[src/pio_cfg.svh]
// pio_cfg.svh: addresses, reset values and widths for the parallel port block
// assumes an 8-bit special-function-register address space on the cpu side
`ifndef PIO_CFG_SVH
`define PIO_CFG_SVH

`define PIO_ADDR_W 8
`define PIO_DATA_W 8
`define PIO_ADDR_FIRST 8'h80
`define PIO_ADDR_SECOND 8'h90
`define PIO_ADDR_THIRD 8'ha0
`define PIO_RST_FIRST 8'hff
`define PIO_RST_SECOND 8'hff
`define PIO_RST_THIRD 8'hff
`define PIO_ALL_ONES 8'hff

`endif

[src/pio_pkg.sv]
// pio_pkg.sv: types shared by the parallel port block
// assumes pio_cfg.svh supplies the numeric constants
package pio_pkg;
	typedef logic [7:0] pio_byte_t;
	// which port a register access selects
	typedef enum logic [1:0]
	{
		PIO_SEL_NONE = 2'b00,
		PIO_SEL_FIRST = 2'b01,
		PIO_SEL_SECOND = 2'b10,
		PIO_SEL_THIRD = 2'b11
	} pio_sel_e;
endpackage

[src/pio_ports.sv]
// pio_ports.sv: three parallel ports with latches, read paths and bus mode
// assumes cpu strobes are one-cycle pulses synchronous to sys_clk_in
`timescale 1ns/1ps
`include "pio_cfg.svh"

module pio_ports #(
	parameter int WIDTH = 8
) (
	input wire logic sys_clk_in,
	input wire logic rst_n_in,
	input wire logic [7:0] sfr_addr_in,
	input wire logic [WIDTH-1:0] sfr_wdata_in,
	input wire logic wr_latch_in,
	input wire logic rd_latch_in,
	input wire logic rd_pin_in,
	output logic [WIDTH-1:0] sfr_rdata_out,
	input wire logic ext_access_in,
	input wire logic ext_drive_in,
	input wire logic [WIDTH-1:0] ext_addr_data_in,
	input wire logic [WIDTH-1:0] ext_addr_mid_in,
	input wire logic [WIDTH-1:0] ext_addr_high_in,
	input wire logic ext_high_sel_in,
	input wire logic [WIDTH-1:0] first_periph_en_in,
	input wire logic [WIDTH-1:0] first_periph_data_in,
	input wire logic [WIDTH-1:0] first_periph_oe_in,
	input wire logic [WIDTH-1:0] third_periph_en_in,
	input wire logic [WIDTH-1:0] third_periph_data_in,
	input wire logic [WIDTH-1:0] third_periph_oe_in,
	input wire logic [WIDTH-1:0] first_pin_in,
	output logic [WIDTH-1:0] first_pin_out,
	output logic [WIDTH-1:0] first_pin_oe_out,
	input wire logic [WIDTH-1:0] second_pin_in,
	output logic [WIDTH-1:0] second_analog_sel_out,
	output logic [WIDTH-1:0] second_digital_in_out,
	input wire logic [WIDTH-1:0] third_pin_in,
	output logic [WIDTH-1:0] third_pin_out,
	output logic [WIDTH-1:0] third_pin_oe_out,
	output logic [WIDTH-1:0] third_pullup_en_out
);
	pio_pkg::pio_sel_e sel;
	logic [WIDTH-1:0] first_port_latch;
	logic [WIDTH-1:0] second_port_config;
	logic [WIDTH-1:0] third_port_latch;
	logic [WIDTH-1:0] third_bus_data;
	logic [WIDTH-1:0] rdata_d;
	logic [WIDTH-1:0] rdata_q;

	// address decode; unmapped addresses select nothing
	always_comb
	begin
		unique case (sfr_addr_in)
			`PIO_ADDR_FIRST: sel = pio_pkg::PIO_SEL_FIRST;
			`PIO_ADDR_SECOND: sel = pio_pkg::PIO_SEL_SECOND;
			`PIO_ADDR_THIRD: sel = pio_pkg::PIO_SEL_THIRD;
			default: sel = pio_pkg::PIO_SEL_NONE;
		endcase
	end

	// first port latch, forced to ones by external accesses
	pio_bit_latch #(
		.WIDTH(WIDTH),
		.RESET_VAL(WIDTH'(`PIO_RST_FIRST))
	) u_first_latch (
		.sys_clk_in(sys_clk_in),
		.rst_n_in(rst_n_in),
		.wr_in(wr_latch_in && sel == pio_pkg::PIO_SEL_FIRST),
		.data_in(sfr_wdata_in),
		.force_ones_in(ext_access_in),
		.q_out(first_port_latch)
	);

	// second port config; one means analog, zero means digital input
	pio_bit_latch #(
		.WIDTH(WIDTH),
		.RESET_VAL(WIDTH'(`PIO_RST_SECOND))
	) u_second_cfg (
		.sys_clk_in(sys_clk_in),
		.rst_n_in(rst_n_in),
		.wr_in(wr_latch_in && sel == pio_pkg::PIO_SEL_SECOND),
		.data_in(sfr_wdata_in),
		.force_ones_in(1'b0),
		.q_out(second_port_config)
	);

	// third port latch; left alone by external accesses
	pio_bit_latch #(
		.WIDTH(WIDTH),
		.RESET_VAL(WIDTH'(`PIO_RST_THIRD))
	) u_third_latch (
		.sys_clk_in(sys_clk_in),
		.rst_n_in(rst_n_in),
		.wr_in(wr_latch_in && sel == pio_pkg::PIO_SEL_THIRD),
		.data_in(sfr_wdata_in),
		.force_ones_in(1'b0),
		.q_out(third_port_latch)
	);

	// first port: push-pull bus when external, else open-drain
	pio_pin_ctrl #(
		.WIDTH(WIDTH)
	) u_first_pins (
		.latch_in(first_port_latch),
		.bus_mode_in(ext_access_in),
		.bus_data_in(ext_addr_data_in),
		.bus_drive_in(ext_drive_in),
		.periph_en_in(first_periph_en_in),
		.periph_data_in(first_periph_data_in),
		.periph_oe_in(first_periph_oe_in),
		.pin_out(first_pin_out),
		.pin_oe_out(first_pin_oe_out)
	);

	// middle or high address byte on the third port
	assign third_bus_data = ext_high_sel_in ? ext_addr_high_in : ext_addr_mid_in;

	pio_pin_ctrl #(
		.WIDTH(WIDTH)
	) u_third_pins (
		.latch_in(third_port_latch),
		.bus_mode_in(ext_access_in),
		.bus_data_in(third_bus_data),
		.bus_drive_in(1'b1),
		.periph_en_in(third_periph_en_in),
		.periph_data_in(third_periph_data_in),
		.periph_oe_in(third_periph_oe_in),
		.pin_out(third_pin_out),
		.pin_oe_out(third_pin_oe_out)
	);

	// pull-up stays on while the latch holds one and no peripheral owns the pin, in port or bus mode
	assign third_pullup_en_out = ~third_periph_en_in & third_port_latch;

	// second port never drives; it only steers the input mux
	assign second_analog_sel_out = second_port_config;
	assign second_digital_in_out = ~second_port_config & second_pin_in;

	// read path: latch strobe returns latches, pin strobe returns pins
	always_comb
	begin
		rdata_d = '0;
		if (rd_latch_in)
		begin
			unique case (sel)
				pio_pkg::PIO_SEL_FIRST: rdata_d = first_port_latch;
				pio_pkg::PIO_SEL_SECOND: rdata_d = second_port_config;
				pio_pkg::PIO_SEL_THIRD: rdata_d = third_port_latch;
				pio_pkg::PIO_SEL_NONE: rdata_d = '0;
			endcase
		end
		else if (rd_pin_in)
		begin
			unique case (sel)
				pio_pkg::PIO_SEL_FIRST: rdata_d = first_pin_in;
				// analog-selected bits read zero, having no digital buffer
				pio_pkg::PIO_SEL_SECOND: rdata_d = second_digital_in_out;
				pio_pkg::PIO_SEL_THIRD: rdata_d = third_pin_in;
				pio_pkg::PIO_SEL_NONE: rdata_d = '0;
			endcase
		end
	end

	// registered read data, holds until the next read
	always_ff @(posedge sys_clk_in or negedge rst_n_in)
	begin
		if (!rst_n_in)
			rdata_q <= '0;
		else if (rd_latch_in || rd_pin_in)
			rdata_q <= rdata_d;
	end
	assign sfr_rdata_out = rdata_q;

	// an external access leaves all first latches at one next cycle
	first_force_a: assert property (@(posedge sys_clk_in) disable iff (!rst_n_in)
		ext_access_in
		|=> first_port_latch == `PIO_ALL_ONES)
		else $error("first latch not forced to ones");
	// a write without external access loads the bus value
	first_write_a: assert property (@(posedge sys_clk_in) disable iff (!rst_n_in)
		wr_latch_in && sfr_addr_in == `PIO_ADDR_FIRST && !ext_access_in
		|=> first_port_latch == $past(sfr_wdata_in))
		else $error("first latch write lost");
	// third latch is never forced, so every write to it lands
	third_write_a: assert property (@(posedge sys_clk_in) disable iff (!rst_n_in)
		wr_latch_in && sfr_addr_in == `PIO_ADDR_THIRD
		|=> third_port_latch == $past(sfr_wdata_in))
		else $error("third latch write lost");
	// second port config write takes effect the next cycle
	second_cfg_a: assert property (@(posedge sys_clk_in) disable iff (!rst_n_in)
		wr_latch_in && sfr_addr_in == `PIO_ADDR_SECOND
		|=> second_analog_sel_out == $past(sfr_wdata_in))
		else $error("second port config not loaded");
	// a stray address must not alias onto any port register
	unmapped_write_a: assert property (@(posedge sys_clk_in) disable iff (!rst_n_in)
		wr_latch_in && sel == pio_pkg::PIO_SEL_NONE && !ext_access_in
		|=> $stable(first_port_latch) && $stable(second_port_config)
		&& $stable(third_port_latch))
		else $error("unmapped write changed a register");
	// latch read returns the latch one cycle later
	latch_read_a: assert property (@(posedge sys_clk_in) disable iff (!rst_n_in)
		rd_latch_in && sfr_addr_in == `PIO_ADDR_THIRD
		|=> sfr_rdata_out == $past(third_port_latch))
		else $error("latch read mismatch");
	// read-modify-write path wins even if the pin strobe is up too
	first_latch_a: assert property (@(posedge sys_clk_in) disable iff (!rst_n_in)
		rd_latch_in && sfr_addr_in == `PIO_ADDR_FIRST
		|=> sfr_rdata_out == $past(first_port_latch))
		else $error("first latch read mismatch");
	// config reads back through the latch path
	cfg_read_a: assert property (@(posedge sys_clk_in) disable iff (!rst_n_in)
		rd_latch_in && sfr_addr_in == `PIO_ADDR_SECOND
		|=> sfr_rdata_out == $past(second_port_config))
		else $error("config read mismatch");
	// pin read returns the pin level one cycle later
	pin_read_a: assert property (@(posedge sys_clk_in) disable iff (!rst_n_in)
		rd_pin_in && !rd_latch_in && sfr_addr_in == `PIO_ADDR_FIRST
		|=> sfr_rdata_out == $past(first_pin_in))
		else $error("pin read mismatch");
	// third port pin read sees the pad, not the latch
	third_pin_a: assert property (@(posedge sys_clk_in) disable iff (!rst_n_in)
		rd_pin_in && !rd_latch_in && sfr_addr_in == `PIO_ADDR_THIRD
		|=> sfr_rdata_out == $past(third_pin_in))
		else $error("third pin read mismatch");
	// only digital-selected second port bits carry their pin level
	digital_read_a: assert property (@(posedge sys_clk_in) disable iff (!rst_n_in)
		rd_pin_in && !rd_latch_in && sfr_addr_in == `PIO_ADDR_SECOND
		|=> sfr_rdata_out == $past(second_pin_in & ~second_port_config))
		else $error("digital input read mismatch");
	// unmapped reads return zero rather than a stale port
	unmapped_read_a: assert property (@(posedge sys_clk_in) disable iff (!rst_n_in)
		(rd_latch_in || rd_pin_in) && sel == pio_pkg::PIO_SEL_NONE
		|=> sfr_rdata_out == '0)
		else $error("unmapped read not zero");
	// read data holds while no read strobe is up
	rdata_hold_a: assert property (@(posedge sys_clk_in) disable iff (!rst_n_in)
		!rd_latch_in && !rd_pin_in
		|=> $stable(sfr_rdata_out))
		else $error("read data changed without a read");
	// bus mode with drive high drives address and data push-pull
	bus_drive_a: assert property (@(posedge sys_clk_in) disable iff (!rst_n_in)
		ext_access_in && ext_drive_in && first_periph_en_in == '0
		|-> first_pin_oe_out == '1 && first_pin_out == ext_addr_data_in)
		else $error("first port not push-pull in bus mode");
	// bus mode with drive low releases the pins for incoming data
	first_release_a: assert property (@(posedge sys_clk_in) disable iff (!rst_n_in)
		ext_access_in && !ext_drive_in && first_periph_en_in == '0
		|-> first_pin_oe_out == '0)
		else $error("first port not released for data in");
	// port mode: latch one floats, latch zero drives low
	open_drain_a: assert property (@(posedge sys_clk_in) disable iff (!rst_n_in)
		!ext_access_in && first_periph_en_in == '0
		|-> first_pin_oe_out == ~first_port_latch && first_pin_out == '0)
		else $error("open-drain behaviour broken");
	// port mode: third port drives low exactly where the latch is zero
	third_low_a: assert property (@(posedge sys_clk_in) disable iff (!rst_n_in)
		!ext_access_in && third_periph_en_in == '0
		|-> third_pin_oe_out == ~third_port_latch && third_pin_out == '0)
		else $error("third port low drive broken");
	// address bytes on the third port during external access
	third_addr_a: assert property (@(posedge sys_clk_in) disable iff (!rst_n_in)
		ext_access_in && third_periph_en_in == '0
		|-> third_pin_out == (ext_high_sel_in ? ext_addr_high_in : ext_addr_mid_in))
		else $error("third port address byte wrong");
	// address bytes are driven on every third port pin
	third_push_a: assert property (@(posedge sys_clk_in) disable iff (!rst_n_in)
		ext_access_in && third_periph_en_in == '0
		|-> third_pin_oe_out == '1)
		else $error("third port not driven in bus mode");
	// port mode: pull-up on for latch ones, never fighting a low drive
	pullup_excl_a: assert property (@(posedge sys_clk_in) disable iff (!rst_n_in)
		!ext_access_in
		|-> (third_pullup_en_out & third_pin_oe_out) == '0
		&& (third_port_latch & ~third_periph_en_in & ~third_pullup_en_out) == '0)
		else $error("third port pull-up wrong");
	// an enabled peripheral owns its first port pins outright
	first_periph_a: assert property (@(posedge sys_clk_in) disable iff (!rst_n_in)
		((first_pin_oe_out ^ first_periph_oe_in) & first_periph_en_in) == '0
		&& ((first_pin_out ^ first_periph_data_in) & first_periph_en_in) == '0)
		else $error("first port pin not handed to peripheral");
	// an enabled peripheral owns its third port pins outright
	third_periph_a: assert property (@(posedge sys_clk_in) disable iff (!rst_n_in)
		((third_pin_oe_out ^ third_periph_oe_in) & third_periph_en_in) == '0
		&& ((third_pin_out ^ third_periph_data_in) & third_periph_en_in) == '0)
		else $error("third port pin not handed to peripheral");
	// external accesses leave the third latch untouched
	third_keep_a: assert property (@(posedge sys_clk_in) disable iff (!rst_n_in)
		ext_access_in && !wr_latch_in
		|=> $stable(third_port_latch))
		else $error("third latch disturbed by external access");
	// first edge after reset still shows every reset value
	reset_value_a: assert property (@(posedge sys_clk_in)
		$rose(rst_n_in) |-> first_port_latch == `PIO_RST_FIRST
		&& second_port_config == `PIO_RST_SECOND && third_port_latch == `PIO_RST_THIRD)
		else $error("registers not at reset values");
endmodule // pio_ports

[src/pio_bit_latch.sv]
// pio_bit_latch.sv: one port's bank of d-type bit latches
// assumes the write strobe is a one-cycle pulse on sys_clk_in
`timescale 1ns/1ps
`include "pio_cfg.svh"

module pio_bit_latch #(
	parameter int WIDTH = 8,
	parameter logic [WIDTH-1:0] RESET_VAL = '1
) (
	input wire logic sys_clk_in,
	input wire logic rst_n_in,
	input wire logic wr_in,
	input wire logic [WIDTH-1:0] data_in,
	input wire logic force_ones_in,
	output logic [WIDTH-1:0] q_out
);
	// forced ones win over a cpu write in the same cycle
	always_ff @(posedge sys_clk_in or negedge rst_n_in)
	begin
		if (!rst_n_in)
			q_out <= RESET_VAL;
		else if (force_ones_in)
			q_out <= '1;
		else if (wr_in)
			q_out <= data_in;
	end
endmodule // pio_bit_latch

[src/pio_pin_ctrl.sv]
// pio_pin_ctrl.sv: output driver control of one pin group
// assumes the pad outside resolves enable and pull-ups
`timescale 1ns/1ps

module pio_pin_ctrl #(
	parameter int WIDTH = 8
) (
	input wire logic [WIDTH-1:0] latch_in,
	input wire logic bus_mode_in,
	input wire logic [WIDTH-1:0] bus_data_in,
	input wire logic bus_drive_in,
	input wire logic [WIDTH-1:0] periph_en_in,
	input wire logic [WIDTH-1:0] periph_data_in,
	input wire logic [WIDTH-1:0] periph_oe_in,
	output logic [WIDTH-1:0] pin_out,
	output logic [WIDTH-1:0] pin_oe_out
);
	// bus drives push-pull; port mode only pulls low; peripheral owns its pins
	always_comb
	begin
		for (int i = 0; i < WIDTH; i++)
		begin
			if (periph_en_in[i])
			begin
				pin_out[i] = periph_data_in[i];
				pin_oe_out[i] = periph_oe_in[i];
			end
			else if (bus_mode_in)
			begin
				pin_out[i] = bus_data_in[i];
				pin_oe_out[i] = bus_drive_in;
			end
			else
			begin
				pin_out[i] = 1'b0;
				pin_oe_out[i] = ~latch_in[i];
			end
		end
	end
endmodule // pio_pin_ctrl

[config.mk]
export PLATFORM = sky130hd
export DESIGN_NAME = pio_ports
export DESIGN_NICKNAME = d
export VERILOG_FILES = /design/src/pio_pkg.sv /design/src/pio_ports.sv /design/src/pio_bit_latch.sv /design/src/pio_pin_ctrl.sv
export VERILOG_INCLUDE_DIRS = /design/src
export SDC_FILE = /design/constraint.sdc
export NUM_CORES = 1
export LEC_CHECK = 0
export BUFFER_PORTS_ARGS = -buffer_cell sky130_fd_sc_hd__buf_2
export CAP_MARGIN = 20
export CORE_MARGIN = 2
export CORE_UTILIZATION = 40
export CTS_CLUSTER_SIZE = 8
export DETAILED_ROUTE_END_ITERATION = 8
export GPL_TIMING_DRIVEN = 0
export PLACE_DENSITY = 0.82
export SLEW_MARGIN = 15
export SYNTH_ARGS = -nofsm -noshare
export SYNTH_HDL_FRONTEND = slang
export SYNTH_SLANG_ARGS = --single-unit
[constraint.sdc]
create_clock -name sys_clk_in -period 1.55 [get_ports sys_clk_in]
set_clock_uncertainty 0.2 [all_clocks]
set_input_delay 0.2325 -clock sys_clk_in [delete_from_list [all_inputs] [get_ports sys_clk_in]]
set_output_delay 0.2325 -clock sys_clk_in [all_outputs]
set_load 0.02 [all_outputs]
# Yosys cells after proc, flatten, opt, wreduce, memory -nomap -nowiden
# Cells that the tools add are included.
# classes
eq_ne	6
n_mux	72
bitwise	20
reduce_logical	6
# op_table
cell	n
$mux 1	64
$pmux 8 s4	2
$mux 8	5
$eq 8x8->1 const B	3
$and 8x8->8	2
$not 1->1	16
$not 8->8	2
$pmux 2 s3	1
$eq 2x2->1 const B	2
$logic_and 1x1->1	3
$eq 2x1->1 const B	1
$logic_not 2->1	1
$reduce_bool 2->1	1
$logic_or 1x1->1	1
# word_totals
ff_bits	32
out_inout_bits	64

# Depth between registers and ports, before layout
# logic_depth
depth_word	6
mapped_depth	7
mapped_depth_nobuf	4

# Cells and area by module
# Synthesis repeated with hierarchy kept, for this count alone.
# unflattened
hier_cells	296
hier_area_um2	2568.7
# modules_own_cells
mod	n_inst	area_each_um2	cells_each	seq_area_each_um2
pio_bit_latch	3	352.8	26	210.2
pio_ports	1	974.7	116	200.2
pio_pin_ctrl	2	267.8	51	0.0

# Worst setup path before layout
# No wires, ideal clock.
# synth_timing
kind	in2reg
from	in sfr_addr_in[1]
to	reg u_first_latch.q_out[4]
path_buffers	1
path_slack_ps	-332
required_ps	1268
t_arrival_ps	1601
path_stages	5
cell_sequence	or4_4 -> nor4_4 -> buf_4 -> nor2b_1 -> a211o_1
# synth_between
elab_chain_cells	5
elab_cells_between_ends	7
# synth_lines
element	line_no	source
start: declaration	pio_ports.sv:11	input wire logic [7:0] sfr_addr_in,
$eq 8x8->1	pio_ports.sv:51	unique case (sfr_addr_in)
$pmux 2 s3 (*)	pio_ports.sv:51	
$eq 2x1->1 (*)	pio_ports.sv:66	.wr_in(wr_latch_in && sel == pio_pkg::PIO_SEL_FIRST),
$logic_and 1x1->1 (*)	pio_ports.sv:66	
$reduce_bool 2->1 (no line) (*)	--	
end signal: assignment	pio_bit_latch.sv:25	q_out <= data_in;
end: declaration	pio_bit_latch.sv:15	output logic [WIDTH-1:0] q_out
# Every way passes the cells marked *; elsewhere a longest branch is shown, timed or not.
# A chain may end at the register's enable or synchronous reset.

# Worst setup path after layout
# layout_timing
from	reg u_first_latch.q_out[6]
to	out first_pin_oe_out[6]
# layout_between
elab_chain_cells	3
# layout_lines
element	line_no	source
$not 1->1	pio_pin_ctrl.sv:36	pin_oe_out[i] = ~latch_in[i];
$mux 1	pio_pin_ctrl.sv:28	else if (bus_mode_in)
$mux 1	pio_pin_ctrl.sv:23	if (periph_en_in[i])
end: declaration	pio_ports.sv:31	output logic [WIDTH-1:0] first_pin_oe_out,
# No other way between the ends.

==> impl_metrics.env <==
export IMPL_yosysWarnings=0
export IMPL_synth_edf_count=0
export IMPL_cap_violations=0
export IMPL_syn_area_um2=2380
export IMPL_htreeDepth=2
export IMPL_period_share=1.12
export IMPL_p_leak_nw=2.02
export IMPL_p_seq_frac=0.398
export IMPL_worstSetupStartpointType="register"
export IMPL_clkPwrFrac=0.260
export IMPL_drc=0
export IMPL_die_x_um=81.2
export IMPL_rsz0062_at_grt="yes"
export IMPL_drv_slew=0
export IMPL_synth_common_cells="41 x nand2_1, 32 x mux2_2, 24 x dfstp_2, 24 x o21ai_0, 23 x nor2b_1"
export IMPL_status="finished, violations left"
export IMPL_clock_root_buffer="clkbuf_8"
export IMPL_cp_end_kind="output port"
export IMPL_cts_clk_slew_worst_paths_ps=60
export IMPL_drt_iter0_markers=119
export IMPL_fin_ws_ps=-186
export IMPL_track_usage=0.247
export IMPL_clk_latency_ps=270
export IMPL_io_pin_count=184
export IMPL_power_share_combinational=0.342
export IMPL_port_buffers=179
export IMPL_grt_pass1_vias=2725
export IMPL_routed_wl_um=8390
export IMPL_placementRows=28
export IMPL_syn_inst=265
export IMPL_placed_cells=519
export IMPL_synthArstFlopShare=1.00
export IMPL_gr_total_overflow=0
export IMPL_intPower_w=0.00155
export IMPL_p_total_w=0.00225
export IMPL_ir_drop_mv=0.453
export IMPL_fin_crit_ps=1740
export IMPL_clockBufferDepth=2
export IMPL_ys_flop_type="dfstp_2"
export IMPL_yosys_top_cells_area="dfstp_2 26%, mux2_2 15%, dfrtp_1 8.4%, mux2i_1 6.7%, nand2_1 6.5%"
export IMPL_powerDensity_nw_per_um2=564
export IMPL_multiInputGateArea_um2=1630
export IMPL_antenna_found_initial=0
export IMPL_hold_class="in2reg"
export IMPL_drive_gt1_frac=0.637
export IMPL_synth_top_area_frac=0.265
export IMPL_worst_slew_pin_slew_ps=696
export IMPL_post_place_ws_ps=-536
export IMPL_path_max_fanout=2
export IMPL_yosysTopAreaCell="dfstp_2"
export IMPL_ant_nets=0
export IMPL_switching_share=0.311
export IMPL_cts_tree="yes"
export IMPL_whs_ps=16.4
export IMPL_grt_pass1_wl_um=12600
export IMPL_gp_congestion=0.760
export IMPL_syn_nets=385
export IMPL_synth_most_common_cell="nand2_1"
export IMPL_grt_max_degree=33
export IMPL_die_y_um=81.2
export IMPL_arrival_ps=1300
export IMPL_drt_pass1_iterations=4
export IMPL_diodes=0
export IMPL_seq_area_um2=831
export IMPL_fillerInstances=491
export IMPL_hpwlAfterDp_um=6380
export IMPL_syn_avg_cell_area_um2=8.99
export IMPL_fin_nets=599
export IMPL_stdcell_count=554
export IMPL_timing_fmax_ghz=0.576
export IMPL_cts_made_buffers=5
export IMPL_violations="setup timing"
export IMPL_final_setup_viol_count=48
export IMPL_critical_path_class="reg2out"
export IMPL_finalHoldViolCount=0
export IMPL_p_switching_w=0.000700
export IMPL_rrSetupSlack_ps=70
export IMPL_ys_seq_area_frac=0.349
export IMPL_reg2reg_depth=6
export IMPL_routed_via_density=5.06
export IMPL_area_delta_synth_final_pct=67.6
export IMPL_synth_distinct_cells=26
export IMPL_ys_ff_latch=32
export IMPL_initial_core_util=0.407
export IMPL_worst_ep_required_time_ps=1120
export IMPL_whs_path_depth=2
export IMPL_cts_sinks=32
export IMPL_slew_headroom=0.536
export IMPL_die_area_um2=6590
export IMPL_wl_per_cell_um=15.1
export IMPL_route_vias_total=2804
export IMPL_core_area_um2=5850
-- final cells by class --
cell class | count | area share
clock buffers | 7 | 0.0191
flip-flops and latches | 32 | 0.208
inverters | 8 | 0.00753
well taps | 75 | 0.0235
multi-input cells | 211 | 0.409
plain buffers | 14 | 0.0213
repair buffers | 207 | 0.311
-- state kept, by name (all words and copies together), names as in the netlist --
signal,flops
sfr_rdata_out,8
u_first_latch.q_out,8
u_second_cfg.q_out,8
u_third_latch.q_out,8
-- placed cells by master, fill, tap and decap left out, drive strengths merged --
cell	synthesis	layout
nand2b	2	2
a211o	8	8
nand2	41	41
dlygate4sd3	0	1
o21ai	24	24
nor2b	23	23
nor3b	8	8
dfstp	24	24
nand4b	1	1
a21oi	16	16
mux2i	16	16
nand3	9	9
nand3b	1	1
buf	6	213
nor2	10	10
o2bb2ai	8	8
mux2	32	32
clkbuf	8	14
and2b	2	2
nor4	1	1
dfrtp	8	8
inv	8	8
o211ai	8	8
or4	1	1
-- power by group through the flow --
| stage | sequential, W | combinational, W | clock [W] |
|---|---|---|---|
| 2_1_floorplan | 0.000917 | 0.000339 | 0 |
| 3_3_place_gp | 0.000909 | 0.000638 | 0 |
| 3_5_place_dp | 0.000910 | 0.000653 | 0 |
| 4_1_cts | 0.000894 | 0.000715 | 0.000599 |
| 5_1_grt | 0.000898 | 0.000835 | 0.000638 |
| 6_report | 0.000895 | 0.000770 | 0.000585 |
-- metal layers --
| layer | global-route usage | vias to the layer above | share of wire |
|---|---|---|---|
| met5 | 0 | - | 0 |
| met4 | 0.0492 | 0 | 0.0091 |
| met3 | 0.0433 | 13 | 0.054 |
| met2 | 0.455 | 91 | 0.53 |
| met1 | 0.301 | 1327 | 0.40 |
| li1 | - | 1373 | - |
-- critical path: stages, from the launching register on --
cell and delay (ps):
dfstp_2 550, o21ai_2 60, mux2_4 280, buf_6 130
-- timing repair --
item	CTS	global route
pin swaps	15	5
gates resized for setup	47	50
endpoints found under the hold margin	8	0
setup buffers	19	8
endpoints found under the setup margin	70	56
hold buffers	1	0
-- metrics by stage --
stage,utilization,setup TNS [ps],area [um2]
after global routing,0.682,-6560,3990
after floorplan,-,-5710,2390
after global placement,0.577,-15520,3380
after detailed placement,0.577,-16770,3380
final,0.682,-4400,3990
after CTS,0.642,-4230,3760
-- cells by family after synthesis --
family                 Yosys count  synth area share
muxes                           48             0.219
and+or+nand+nor                 99             0.225
buffers and inverters           22            0.0394
DFF                             32             0.349
AOI/OAI and AO/OA               64             0.168
-- final timing paths --
path | startpoint | endpoint
max | u_first_latch.q_out[6]$_DFFE_PN1P_ | first_pin_oe_out[6]
min | sfr_wdata_in[7] | u_first_latch.q_out[7]$_DFFE_PN1P_
max reg2reg | u_third_latch.q_out[1]$_DFFE_PN1P_ | sfr_rdata_out[1]$_DFFE_PN0P_
min reg2reg | sfr_rdata_out[3]$_DFFE_PN0P_ | sfr_rdata_out[3]$_DFFE_PN0P_
max in group asynchronous | rst_n_in | sfr_rdata_out[6]$_DFFE_PN0P_
min in group asynchronous | rst_n_in | sfr_rdata_out[5]$_DFFE_PN0P_
No activity file was read; power rests on OpenSTA's default activity.
